File: config.mk
export PLATFORM = sky130hd
export DESIGN_NAME = async_serial_mp_transceiver
export DESIGN_NICKNAME = d
export VERILOG_FILES = /design/src/rtl/serial_unit_pkg.sv /design/src/rtl/serial_tick_if.sv /design/src/rtl/async_serial_mp_transceiver.sv /design/src/rtl/serial_bit_clock.sv
export SDC_FILE = /design/constraint.sdc
export NUM_CORES = 1
export LEC_CHECK = 0
export BUFFER_PORTS_ARGS = -buffer_cell sky130_fd_sc_hd__buf_2
export CORE_MARGIN = 5
export CORE_UTILIZATION = 58
export DETAILED_ROUTE_END_ITERATION = 8
export GPL_ROUTABILITY_DRIVEN = 0
export PLACE_DENSITY = 0.8
export SLEW_MARGIN = 20
export SYNTH_ARGS = -nofsm -noshare
export SYNTH_HDL_FRONTEND = slang
export SYNTH_SLANG_ARGS = --single-unit
File: constraint.sdc
create_clock -name clk_sys_i -period 2.2 [get_ports clk_sys_i]
set_input_delay 0.11 -clock clk_sys_i [delete_from_list [all_inputs] [get_ports clk_sys_i]]
set_output_delay 0.11 -clock clk_sys_i [all_outputs]
set_load 0.01 [all_outputs]
File: src/rtl/serial_unit_pkg.sv
// Constants shared by the asynchronous serial transceiver and its bit clock.
// Assumes one system clock; all format bits are steady while the unit runs.
//
// How it works
// - Clearing tx_holding_empty marks new data; unit moves it to tx_shift_reg.
// - After the move, tx_holding_empty sets, frame starts, tx_empty_irq if enabled.
// - Frame opens with one low start bit, then 7 or 8 data bits LSB first.
// - Data is followed by parity, multiprocessor bit, or nothing, per format.
// - One or two high stop bits, then the line marks high until next start.
// - Holding register full at stop bit: next byte loads, frame follows at once.
// - Holding empty at stop bit: tx_end_flag sets, line marks, tx_end_irq if enabled.
// - Receiver detects a low start bit on rx_line and syncs bit timing to it.
// - Received data bits enter rx_shift_reg least significant bit first.
// - With parity on, count of ones must match parity_odd_select.
// - First stop bit must be 1; a second stop bit is not checked.
// - All checks pass: shift register goes to holding register, rx_holding_full sets.
// - While any receive error flag is set, reception stops and rx_holding_full does not newly set.
// - With rx_irq_en, full raises rx_full_irq; any error flag raises rx_error_irq.
// - Frame ends while full: overrun_flag sets, holding register keeps old byte.
// - Stop bit 0 sets framing_error_flag; the byte is still transferred.
// - Parity mismatch sets parity_error_flag.
// - Software clears error flags; receiver stays stopped while any remains set.
// - Multiprocessor format sends mp_bit_to_send in the parity position.
// - Multiprocessor format ignores parity enable and parity type.
// - With addr_wait_en, frames with mp_bit 0 are skipped; mp_bit 1 is accepted.
// - Receiver samples each bit on the eighth pulse of a 16x bit-rate clock.
// - Clearing tx_enable sets empty, resets shifter; rx_enable leaves rx flags alone.
// - Idle line is high; order is start, data, optional parity, stop.
package serial_unit_pkg;
  localparam int          DATA_W       = 8;             // Widest character
  localparam logic [3:0]  TICK_LAST    = 4'hF;          // Sixteen ticks per bit
  localparam logic [3:0]  SAMPLE_TICK  = 4'h7;          // Eighth pulse, bit centre
  localparam logic [2:0]  BIT_LAST_8   = 3'h7;          // Last index, 8-bit data
  localparam logic [2:0]  BIT_LAST_7   = 3'h6;          // Last index, 7-bit data
  localparam logic        LINE_MARK    = 1'b1;          // Idle and stop level
  localparam logic        LINE_SPACE   = 1'b0;          // Start bit level
  localparam logic [7:0]  DATA_RESET   = 8'h00;         // Holding/shift reset value
  localparam int          BAUD_DIV_W   = 12;            // Width of tick divisor
endpackage

File: src/rtl/serial_tick_if.sv
// Carrier between the bit clock generator and the transceiver core.
// Assumes both ends share clk_sys_i.
`timescale 1ns/1ps
`default_nettype none
interface serial_tick_if;
  logic tick16;   // One-cycle pulse at 16x bit rate
  logic rx_sync;  // Receive line after two flops

  modport gen (output tick16, output rx_sync);
  modport eng (input tick16, input rx_sync);
endinterface
`default_nettype wire

File: src/rtl/async_serial_mp_transceiver.sv
// Asynchronous transmit/receive engine with multiprocessor addressing.
// Assumes software drives the control pulses synchronously to clk_sys_i and
// changes format inputs only while tx_enable_i and rx_enable_i are low.
`timescale 1ns/1ps
`default_nettype none
module async_serial_mp_transceiver #(
  parameter int DIV_W = serial_unit_pkg::BAUD_DIV_W
) (
  input  wire logic             clk_sys_i,            // System clock, 200 MHz
  input  wire logic             resetn_i,             // Synchronous reset, low
  input  wire logic [DIV_W-1:0] baud_div_i,           // Tick divisor
  input  wire logic             tx_enable_i,          // Transmitter on
  input  wire logic             rx_enable_i,          // Receiver on
  input  wire logic             char7_i,              // 7-bit characters
  input  wire logic             parity_en_i,          // Parity bit present
  input  wire logic             parity_odd_select_i,  // Odd parity
  input  wire logic             mp_format_i,          // Multiprocessor format
  input  wire logic             two_stop_i,           // Two stop bits
  input  wire logic             tx_empty_irq_en_i,    // Enable tx_empty_irq
  input  wire logic             tx_end_irq_en_i,      // Enable tx_end_irq
  input  wire logic             rx_irq_en_i,          // Enable rx irqs
  input  wire logic             tx_write_i,           // Write tx_holding_reg
  input  wire logic [7:0]       tx_data_i,            // Byte to write
  input  wire logic             mp_bit_to_send_i,     // Mp bit for next byte
  input  wire logic             tx_holding_clear_i,   // Clear tx_holding_empty
  input  wire logic             rx_full_clear_i,      // Clear rx_holding_full
  input  wire logic             overrun_clear_i,      // Clear overrun_flag
  input  wire logic             framing_clear_i,      // Clear framing_error_flag
  input  wire logic             parity_clear_i,       // Clear parity_error_flag
  input  wire logic             addr_wait_set_i,      // Set addr_wait_en
  input  wire logic             rx_line_i,            // Receive pin
  output logic                  tx_line_o,            // Transmit pin
  output logic                  tx_holding_empty_o,   // Holding register free
  output logic                  tx_end_flag_o,        // Transmission ended
  output logic                  rx_holding_full_o,    // Byte waiting
  output logic [7:0]            rx_holding_reg_o,     // Received byte
  output logic                  mp_bit_o,             // Received mp bit
  output logic                  overrun_flag_o,       // Overrun error
  output logic                  framing_error_flag_o, // Framing error
  output logic                  parity_error_flag_o,  // Parity error
  output logic                  addr_wait_en_o,       // Waiting for ID frame
  output logic                  tx_empty_irq_o,       // Transmit empty request
  output logic                  tx_end_irq_o,         // Transmit end request
  output logic                  rx_full_irq_o,        // Receive full request
  output logic                  rx_error_irq_o        // Receive error request
);
  typedef enum logic [4:0] {
    TX_IDLE  = 5'b00001,
    TX_START = 5'b00010,
    TX_DATA  = 5'b00100,
    TX_EXTRA = 5'b01000,
    TX_STOP  = 5'b10000
  } tx_state_e;

  typedef enum logic [4:0] {
    RX_IDLE  = 5'b00001,
    RX_START = 5'b00010,
    RX_DATA  = 5'b00100,
    RX_EXTRA = 5'b01000,
    RX_STOP  = 5'b10000
  } rx_state_e;

  serial_tick_if tk ();

  serial_bit_clock #(.DIV_W(DIV_W)) u_bit_clock (
    .clk_sys_i  (clk_sys_i),
    .resetn_i   (resetn_i),
    .baud_div_i (baud_div_i),
    .rx_line_i  (rx_line_i),
    .tk         (tk)
  );

  // Even parity of a character; 7-bit mode ignores the top bit
  function automatic logic parity_of(input logic [7:0] d, input logic c7);
    parity_of = ^(c7 ? {1'b0, d[6:0]} : d);
  endfunction

  tx_state_e   tx_state;
  rx_state_e   rx_state;
  logic [7:0]  tx_holding_reg;
  logic        tx_mp_hold;
  logic [7:0]  tx_shift_reg;
  logic        tx_mp;
  logic [3:0]  tx_tick;
  logic [2:0]  tx_idx;
  logic        tx_stop2;
  logic [7:0]  rx_shift_reg;
  logic [3:0]  rx_tick;
  logic [2:0]  rx_idx;
  logic        rx_extra;
  logic        rx_prev;

  // Multiprocessor format overrides parity settings
  logic       has_extra;
  logic [2:0] bit_last;
  logic       tx_bit_end;
  logic       tx_load;
  logic       rx_sample;
  logic       rx_any_err;
  logic       rx_done;
  logic       rx_skip;
  logic       rx_par_bad;
  assign has_extra  = mp_format_i | parity_en_i;
  assign bit_last   = char7_i ? serial_unit_pkg::BIT_LAST_7 : serial_unit_pkg::BIT_LAST_8;
  assign tx_bit_end = tk.tick16 && (tx_tick == serial_unit_pkg::TICK_LAST);
  assign tx_load    = tx_enable_i && !tx_holding_empty_o &&
                      (tx_state == TX_IDLE || (tx_state == TX_STOP && tx_bit_end &&
                       (tx_stop2 || !two_stop_i)));
  assign rx_sample  = tk.tick16 && (rx_tick == serial_unit_pkg::SAMPLE_TICK);
  assign rx_any_err = overrun_flag_o | framing_error_flag_o | parity_error_flag_o;
  assign rx_done    = (rx_state == RX_STOP) && rx_sample;
  assign rx_skip    = addr_wait_en_o && mp_format_i && !rx_extra;
  assign rx_par_bad = !mp_format_i && parity_en_i &&
                      ((parity_of(rx_shift_reg, char7_i) ^ rx_extra) != parity_odd_select_i);

  // Holding register written by software
  always_ff @(posedge clk_sys_i)
  begin
    if (!resetn_i)
    begin
      tx_holding_reg <= serial_unit_pkg::DATA_RESET;
      tx_mp_hold     <= 1'b0;
    end
    else if (tx_write_i)
    begin
      tx_holding_reg <= tx_data_i;
      tx_mp_hold     <= mp_bit_to_send_i;
    end
  end

  // Empty flag: hardware set beats the software clear
  always_ff @(posedge clk_sys_i)
  begin
    if (!resetn_i)
      tx_holding_empty_o <= 1'b1;
    else if (!tx_enable_i || tx_load)
      tx_holding_empty_o <= 1'b1;
    else if (tx_holding_clear_i)
      tx_holding_empty_o <= 1'b0;
  end

  // End flag raised at the start of the final stop bit when nothing waits
  always_ff @(posedge clk_sys_i)
  begin
    if (!resetn_i)
      tx_end_flag_o <= 1'b1;
    else if (tx_state == TX_STOP && (tx_stop2 || !two_stop_i) && tk.tick16 &&
             tx_tick == 4'h0 && tx_holding_empty_o)
      tx_end_flag_o <= 1'b1;
    else if (tx_holding_clear_i)
      tx_end_flag_o <= 1'b0;
  end

  // Transmit sequencer; each bit lasts sixteen ticks
  always_ff @(posedge clk_sys_i)
  begin
    if (!resetn_i || !tx_enable_i)
    begin
      tx_state     <= TX_IDLE;
      tx_shift_reg <= serial_unit_pkg::DATA_RESET;
      tx_mp        <= 1'b0;
      tx_tick      <= 4'h0;
      tx_idx       <= 3'h0;
      tx_stop2     <= 1'b0;
      tx_line_o    <= serial_unit_pkg::LINE_MARK;
    end
    else if (tx_load)
    begin
      tx_state     <= TX_START;
      tx_shift_reg <= tx_holding_reg;
      tx_mp        <= tx_mp_hold;
      tx_tick      <= 4'h0;
      tx_idx       <= 3'h0;
      tx_stop2     <= 1'b0;
      tx_line_o    <= serial_unit_pkg::LINE_SPACE;
    end
    else
    begin
      if (tk.tick16)
        tx_tick <= tx_tick + 4'h1;
      case (tx_state)
        TX_IDLE:
          tx_line_o <= serial_unit_pkg::LINE_MARK;
        TX_START:
          if (tx_bit_end)
          begin
            tx_state  <= TX_DATA;
            tx_line_o <= tx_shift_reg[0];
          end
        TX_DATA:
          if (tx_bit_end)
          begin
            tx_idx <= tx_idx + 3'h1;
            if (tx_idx == bit_last)
            begin
              tx_state  <= has_extra ? TX_EXTRA : TX_STOP;
              tx_line_o <= mp_format_i ? tx_mp :
                           has_extra ? (parity_of(tx_shift_reg, char7_i) ^ parity_odd_select_i) :
                           serial_unit_pkg::LINE_MARK;
            end
            else
              tx_line_o <= tx_shift_reg[tx_idx + 3'h1];
          end
        TX_EXTRA:
          if (tx_bit_end)
          begin
            tx_state  <= TX_STOP;
            tx_line_o <= serial_unit_pkg::LINE_MARK;
          end
        TX_STOP:
          if (tx_bit_end)
          begin
            if (two_stop_i && !tx_stop2)
              tx_stop2 <= 1'b1;
            else
              tx_state <= TX_IDLE;
          end
        default:
          tx_state <= TX_IDLE;
      endcase
    end
  end

  // Receive sequencer; held idle while disabled or an error is pending
  always_ff @(posedge clk_sys_i)
  begin
    if (!resetn_i)
    begin
      rx_state     <= RX_IDLE;
      rx_shift_reg <= serial_unit_pkg::DATA_RESET;
      rx_tick      <= 4'h0;
      rx_idx       <= 3'h0;
      rx_extra     <= 1'b0;
      rx_prev      <= serial_unit_pkg::LINE_MARK;
    end
    else
    begin
      if (tk.tick16)
        rx_prev <= tk.rx_sync;
      if (tk.tick16)
        rx_tick <= rx_tick + 4'h1;
      case (rx_state)
        RX_IDLE:
          if (rx_enable_i && !rx_any_err && tk.tick16 && rx_prev &&
              tk.rx_sync == serial_unit_pkg::LINE_SPACE)
          begin
            rx_state <= RX_START;
            rx_tick  <= 4'h1;
            rx_idx   <= 3'h0;
            rx_extra <= 1'b0;
          end
        RX_START:
          if (rx_sample)
            rx_state <= (tk.rx_sync == serial_unit_pkg::LINE_SPACE) ? RX_DATA : RX_IDLE;
        RX_DATA:
          if (rx_sample)
          begin
            rx_shift_reg[rx_idx] <= tk.rx_sync;
            if (char7_i)
              rx_shift_reg[7] <= 1'b0;
            rx_idx <= rx_idx + 3'h1;
            if (rx_idx == bit_last)
              rx_state <= has_extra ? RX_EXTRA : RX_STOP;
          end
        RX_EXTRA:
          if (rx_sample)
          begin
            rx_extra <= tk.rx_sync;
            rx_state <= RX_STOP;
          end
        RX_STOP:
          if (rx_sample)
            rx_state <= RX_IDLE;
        default:
          rx_state <= RX_IDLE;
      endcase
      if (!rx_enable_i)
        rx_state <= RX_IDLE;
    end
  end

  // Frame completion: transfer, flags and address filter
  always_ff @(posedge clk_sys_i)
  begin
    if (!resetn_i)
    begin
      rx_holding_reg_o     <= serial_unit_pkg::DATA_RESET;
      mp_bit_o             <= 1'b0;
      rx_holding_full_o    <= 1'b0;
      overrun_flag_o       <= 1'b0;
      framing_error_flag_o <= 1'b0;
      parity_error_flag_o  <= 1'b0;
      addr_wait_en_o       <= 1'b0;
    end
    else
    begin
      if (rx_full_clear_i)
        rx_holding_full_o <= 1'b0;
      if (overrun_clear_i)
        overrun_flag_o <= 1'b0;
      if (framing_clear_i)
        framing_error_flag_o <= 1'b0;
      if (parity_clear_i)
        parity_error_flag_o <= 1'b0;
      if (addr_wait_set_i)
        addr_wait_en_o <= 1'b1;
      if (rx_done && !rx_skip)
      begin
        if (mp_format_i && rx_extra)
          addr_wait_en_o <= 1'b0;
        if (rx_holding_full_o)
          overrun_flag_o <= 1'b1;
        else
        begin
          rx_holding_reg_o <= rx_shift_reg;
          mp_bit_o         <= rx_extra & mp_format_i;
          if (tk.rx_sync != serial_unit_pkg::LINE_MARK)
            framing_error_flag_o <= 1'b1;
          if (rx_par_bad)
            parity_error_flag_o <= 1'b1;
          if (tk.rx_sync == serial_unit_pkg::LINE_MARK && !rx_par_bad)
            rx_holding_full_o <= 1'b1;
        end
      end
    end
  end

  // Requests are levels of flag and enable, one flop late
  always_ff @(posedge clk_sys_i)
  begin
    if (!resetn_i)
    begin
      tx_empty_irq_o <= 1'b0;
      tx_end_irq_o   <= 1'b0;
      rx_full_irq_o  <= 1'b0;
      rx_error_irq_o <= 1'b0;
    end
    else
    begin
      tx_empty_irq_o <= tx_empty_irq_en_i & tx_holding_empty_o;
      tx_end_irq_o   <= tx_end_irq_en_i & tx_end_flag_o;
      rx_full_irq_o  <= rx_irq_en_i & rx_holding_full_o;
      rx_error_irq_o <= rx_irq_en_i & rx_any_err;
    end
  end
endmodule
`default_nettype wire

File: src/rtl/serial_bit_clock.sv
// Oversampling tick divider and receive line synchroniser.
// Assumes baud_div_i is steady while the unit is enabled.
`timescale 1ns/1ps
`default_nettype none
module serial_bit_clock #(
  parameter int DIV_W = serial_unit_pkg::BAUD_DIV_W
) (
  input  wire logic             clk_sys_i,   // System clock
  input  wire logic             resetn_i,    // Synchronous reset, low
  input  wire logic [DIV_W-1:0] baud_div_i,  // Cycles per tick, minus one
  input  wire logic             rx_line_i,   // Raw receive pin
  serial_tick_if.gen            tk           // Tick and synced line
);
  logic [DIV_W-1:0] div_cnt;
  logic             rx_meta;

  // Divider; a zero divisor ticks every cycle
  always_ff @(posedge clk_sys_i)
  begin
    if (!resetn_i)
    begin
      div_cnt   <= '0;
      tk.tick16 <= 1'b0;
    end
    else if (div_cnt >= baud_div_i)
    begin
      div_cnt   <= '0;
      tk.tick16 <= 1'b1;
    end
    else
    begin
      div_cnt   <= div_cnt + {{(DIV_W-1){1'b0}}, 1'b1};
      tk.tick16 <= 1'b0;
    end
  end

  // Two flops; resets to mark so no false start
  always_ff @(posedge clk_sys_i)
  begin
    if (!resetn_i)
    begin
      rx_meta    <= serial_unit_pkg::LINE_MARK;
      tk.rx_sync <= serial_unit_pkg::LINE_MARK;
    end
    else
    begin
      rx_meta    <= rx_line_i;
      tk.rx_sync <= rx_meta;
    end
  end
endmodule
`default_nettype wire

**Word-level counts from Yosys, hierarchy flattened**

Cells that the tools add are included.
W data, S select, Z words.

- Output and inout port bits: 21
- Flip-flop bits (word level): 89
- Word-level logic and storage cells: 211
- Input port bits: 41

- Bitwise gates (word level): 14
- Equal/unequal tests: 34
- Mux-type cells: 62
- $add $sub $neg: 5
- $lt $le $gt $ge: 4
- Reduce and logical (&&, ||, !) cells: 59

Operators by type and width:

| operator | number |
|---|---|
| $mux W5 | 13 |
| $pmux W5 S5 | 2 |
| $mux W1 | 32 |
| $ne A2 B2 Y1 const B | 13 |
| $logic_and A1 B1 Y1 | 24 |
| $ne A3 B3 Y1 const B | 6 |
| $mux W8 | 2 |
| $reduce_xor A8 Y1 | 2 |
| $reduce_and A7 Y1 | 2 |
| $add A12 B1 Y12 const B | 1 |
| $ge A12 B12 Y1 | 1 |
| $mux W4 | 3 |
| $eq A5 B1 Y1 const B | 2 |
| $eq A5 B2 Y1 const B | 2 |
| $eq A5 B3 Y1 const B | 2 |
| $eq A5 B4 Y1 const B | 2 |
| $eq A5 B5 Y1 const B | 2 |
| $logic_not A1 Y1 | 10 |
| $mux W3 | 3 |
| $reduce_and A3 Y1 | 3 |
| $add A4 B1 Y4 const B | 2 |
| $bwmux W8 | 1 |
| $lt A3 B4 Y1 const B | 2 |
| $reduce_and A2 Y1 | 4 |
| 23 further kinds | 42 |

**Depth between registers and ports, before layout**

- Word-level depth: 10
- Mapped depth: 8
- Gate-level depth less buffers: 7

**Hierarchy**

Synthesis repeated with hierarchy kept, for this count alone.

- Cells, all modules: 491
- Area total of the unflattened synthesis: 4595.7 um^2

By module, submodules not included:

| module | area each (um^2) | seq. area each (um^2) | instances | cells an instance |
|---|---|---|---|---|
| async_serial_mp_transceiver | 3718.6 | 1481.4 | 1 | 390 |
| serial_bit_clock | 877.1 | 300.3 | 1 | 101 |

**Least setup slack after synthesis**

No wires, ideal clock.

- Path type: reg-to-reg
- Start: register tx_idx[0]
- End: register tx_line_o
- Setup slack: 0.369 ns
- Clock period less this slack: 1.831 ns
- Buffers on the path: 0
- Library setup time: 0.120 ns
- Stages on the path, launching flop included: 7
- Data arrival time: 1.711 ns
- Cells stage by stage: dfxtp_1 > ha_1 > mux4_2 > mux2_2 > nand3_1 > and4_1 > a21oi_1

- Longest elaborated chain between the ends: 7

RTL lines:

| what | line | source |
|---|---|---|
| from (decl) | async_serial_mp_transceiver.sv:85 | `logic [2:0] tx_idx;` |
| from (signal assigned) | async_serial_mp_transceiver.sv:193 | `tx_idx <= tx_idx + 3'h1;` |
| $add A3 B1 Y3 | async_serial_mp_transceiver.sv:202 | `tx_line_o <= tx_shift_reg[tx_idx + 3'h1];` |
| $bmux W1 S3 | async_serial_mp_transceiver.sv:202 |  |
| $mux W1 (implied by the code) | async_serial_mp_transceiver.sv:202 |  |
| $mux W1 (*) | async_serial_mp_transceiver.sv:194 | `if (tx_idx == bit_last)` |
| $mux W1 (*) | async_serial_mp_transceiver.sv:191 | `if (tx_bit_end)` |
| $pmux W1 S4 (*) | async_serial_mp_transceiver.sv:181 | `case (tx_state)` |
| $mux W1 (*) | async_serial_mp_transceiver.sv:167 | `else if (tx_load)` |
| to (signal assigned) | async_serial_mp_transceiver.sv:165 | `tx_line_o <= serial_unit_pkg::LINE_MARK;` |
| to (signal assigned) | async_serial_mp_transceiver.sv:183 | `tx_line_o <= serial_unit_pkg::LINE_MARK;` |
| to (signal assigned) | async_serial_mp_transceiver.sv:197 | `tx_line_o <= mp_format_i ? tx_mp :` |
| to (decl) | async_serial_mp_transceiver.sv:32 | `output logic tx_line_o,` |

Every way passes the cells marked *; elsewhere a longest branch is shown, timed or not. The select of a mux whose other input is x is not followed.
A chain may end at the register's enable or synchronous reset.

**Worst setup path in the final report**

- Start: register tx_tick[0]
- End: register tx_state[2]

- Longest elaborated chain between the ends: 7

RTL lines:

| what | line | source |
|---|---|---|
| from (decl) | async_serial_mp_transceiver.sv:84 | `logic [3:0] tx_tick;` |
| from (signal assigned) | async_serial_mp_transceiver.sv:180 | `tx_tick <= tx_tick + 4'h1;` |
| $eq A4 B4 Y1 (*) | async_serial_mp_transceiver.sv:105 | `assign tx_bit_end = tk.tick16 && (tx_tick == serial_unit_pkg::TICK_LAST);` |
| $logic_and A1 B1 Y1 (*) | async_serial_mp_transceiver.sv:105 |  |
| $logic_and A1 B1 Y1 (2 in a row) | async_serial_mp_transceiver.sv:107 | `(tx_state == TX_IDLE \|\| (tx_state == TX_STOP && tx_bit_end &&` |
| $logic_or A1 B1 Y1 | async_serial_mp_transceiver.sv:107 |  |
| $logic_and A1 B1 Y1 | async_serial_mp_transceiver.sv:106 | `assign tx_load = tx_enable_i && !tx_holding_empty_o &&` |
| $reduce_or A2 Y1 (no line) | -- |  |
| to (signal assigned) | async_serial_mp_transceiver.sv:196 | `tx_state <= has_extra ? TX_EXTRA : TX_STOP;` |
| to (decl) | async_serial_mp_transceiver.sv:78 | `tx_state_e tx_state;` |

Every way passes the cells marked *; elsewhere a longest branch is shown, timed or not.

==> impl_metrics.env <==
export IMPL_outcome="finished, final reports clean"
export IMPL_post_cts_repair_setup_buffers=0
export IMPL_via_per_inst=5.601
export IMPL_final_common_cell="dfxtp_1"
export IMPL_timing_final_max_slew_violations=0
export IMPL_detailroute_via_count=3764
export IMPL_postSynthRegisterBits=89
export IMPL_ys_top_cells_by_area="dfxtp_1 (39%), mux2i_1 (7.5%), ha_1 (5.0%)"
export IMPL_cts_repair_resize_count=0
export IMPL_synth_largest_area_cell="dfxtp_1"
export IMPL_clk_lat_worst_skew_ns=0.36
export IMPL_worstSetupPathType="flop to flop"
export IMPL_crit_path_capture_type="flop"
export IMPL_die_area_mm2=0.009655
export IMPL_post_route_drc_count=0
export IMPL_number_of_standard_cells_after_synthesis=493
export IMPL_cts_hold_buffers_added=14
export IMPL_max_cap_viol_count=0
export IMPL_design_final_nets=624
export IMPL_utilization_pct=68.26
export IMPL_clkSlewWorstSetupHoldPaths_ns=0.08
export IMPL_worst_path_max_fanout=12
export IMPL_coreArea_mm2=0.007647
export IMPL_slew_headroom_pct=31.92
export IMPL_via_count_of_the_first_global_routing_pass=3722
export IMPL_yosysWarnings=0
export IMPL_largest_reg_flops=12
export IMPL_synth_edff_count=0
export IMPL_finalCritPeriodShare_pct=90.53
export IMPL_port_buffer_count=61
export IMPL_global_route_overflow_total=0
export IMPL_syn2layout_area_growth_pct=15.54
export IMPL_netlist_area_leader_share_pct=39.44
export IMPL_antenna_cells=0
export IMPL_power_ir_vdd_worst_v=0.0003388
export IMPL_clkSinkCount=89
export IMPL_grt_setup_unrepaired="false"
export IMPL_finalCriticalPeriod_ns=1.992
export IMPL_count_of_antenna_violating_nets_left_after_detailed_routing=0
export IMPL_dp_hpwl_um=7434
export IMPL_finalHoldViolCount=0
export IMPL_root_buffer="clkbuf_8"
export IMPL_track_usage_pct=21.64
export IMPL_first_iter_violations=124
export IMPL_syn_avg_cell_area_um2=9.164
export IMPL_routed_wl_um=10220
export IMPL_grt_max_degree=40
export IMPL_setup_total_negative_slack_ns=0
export IMPL_design_power_total_mw=2.945
export IMPL_maxClockFrequency_ghz=0.5021
export IMPL_io_pins=62
export IMPL_detailedRoute_firstPassIterationCount=4
export IMPL_leakage_nw=2.239
export IMPL_floorplan_initialDensity_pct=59.08
export IMPL_synth_distinct_cells=62
export IMPL_synth_flop_cell="dfxtp_1"
export IMPL_finalSetupViolCount=0
export IMPL_cp_data_required_time_ns=2.42
export IMPL_placementRows=32
export IMPL_min_delay_path_class="input pin to flop"
export IMPL_post_drt_wl_per_cell_um=15.20
export IMPL_die_w_um=98.26
export IMPL_cts_max_level=3
export IMPL_worst_ep_arrival_time_ns=2.21
export IMPL_largest_register="u_bit_clock.div_cnt"
export IMPL_worst_pin_slew_ns=1.021
export IMPL_regToRegSetupSlack_ns=0.21
export IMPL_ys_async_sr_fraction_pct=0
export IMPL_synthesis_area_mm2=0.004518
export IMPL_final_setup_skew_ns=0.008940
export IMPL_layout_common_cells="dfxtp_1 (89), buf_2 (61), nor2_1 (57)"
export IMPL_grt_antenna_before_repair=0
export IMPL_grt_first_pass_wirelength_um=17330
export IMPL_placedInstanceArea_mm2=0.004892
export IMPL_pwrdens_mw_per_mm2=564.2
export IMPL_clk_path_buf_depth=2
export IMPL_postSynthNetCount=552
export IMPL_chipHeight_um=98.26
export IMPL_worst_setup_path_start_kind="flop"
export IMPL_layout_cell_area_non_filler_mm2=0.005220
export IMPL_layout_cell_share_with_drive_strength_beyond_1_pct=17.02
export IMPL_cts_tree="built"
export IMPL_cts_buffers=9
export IMPL_yosysSeqAreaShare_pct=39.44
## per-layer routing
layer,vias up,part of all wire [%],track usage (%),wire length (µm)
met3,14,6.0,4.214,608
met2,109,48,36.13,4936
met5,-,0,0,0
li1,1883,-,-,-
met1,1758,44,27.69,4516
met4,0,1.5,8.298,155
## stage by stage
| step | instances | worst slack (ns) | hold slack, ns |
|---|---|---|---|
| finish | 672 | 0.2083 | 0.008130 |
| global route | 672 | 0.01810 | 0.01063 |
| CTS | 672 | 0.2150 | 0.001449 |
| detailed placement | 642 | 0.2445 | 0.2994 |
| global placement | 642 | 0.3169 | 0.2953 |
| floorplan | 493 | 0.3688 | 0.2043 |
## synthesized netlist by cell type (4+ instances only)
cell      number
a211oi_1      15
a21o_1         7
a21oi_1       22
and2_1         6
and3_1         8
clkbuf_1      11
dfxtp_1       89
ha_1          18
inv_1         22
mux2i_1       34
nand2_1       30
nand2b_1       8
nand3_1       20
nand4_1        6
nand4b_1       4
nor2_1        57
nor2b_1       11
nor3_1         4
nor4_1         5
o211ai_1       5
o21ai_0       15
xnor2_1       17
xor2_1        20
## path summary, 6_finish.rpt
kind,to,from,depth (start not counted)
worst max-delay path,tx_state[2],tx_tick[0],6
worst min-delay path,tx_holding_reg[1],tx_data_i[1],3
worst max register to register,tx_state[2],tx_tick[0],6
worst min register to register,u_bit_clock.tk.rx_sync,u_bit_clock.rx_meta,1
## cell families (layout without fill, tap and decap cells)
family          Yosys count  in the layout  synth area share (%)
mux                      37             37                 8.862
buf+inv                  42            119                 4.043
xor+xnor                 39             39                 8.169
fa+ha+maj                18             18                 4.985
flops                    89             89                 39.44
simple gates            182            182                 21.91
compound gates           86             86                 12.60
## layout make-up
cell class / instances / area, µm²
clock buffers: 11 / 131.4
clock inverters: 5 / 56.30
fillers: 623 / 2427
inverters: 23 / 86.33
multi-input cells: 362 / 2554
flip-flops and latches: 89 / 1782
well taps: 102 / 127.6
repair buffers: 80 / 483.0
## power breakdown
| part | leakage [nW] | internal [mW] | switching (mW) | total [mW] |
|---|---|---|---|---|
| clock network | 0.0933 | 0.524 | 0.567 | 1.09 |
| logic | 1.42 | 0.101 | 0.102 | 0.202 |
| registers | 0.721 | 1.63 | 0.0189 | 1.65 |
| total | 2.24 | 2.26 | 0.688 | 2.95 |
## worst max-delay path: stages (launching register included)
cell     delay [ns]
dfxtp_1        0.40
ha_1           0.21
nand4_1        0.24
nor4b_1        0.41
a32oi_2        0.11
nand3_1        0.40
a21oi_1        0.09
No activity file was read; power rests on OpenSTA's default activity.
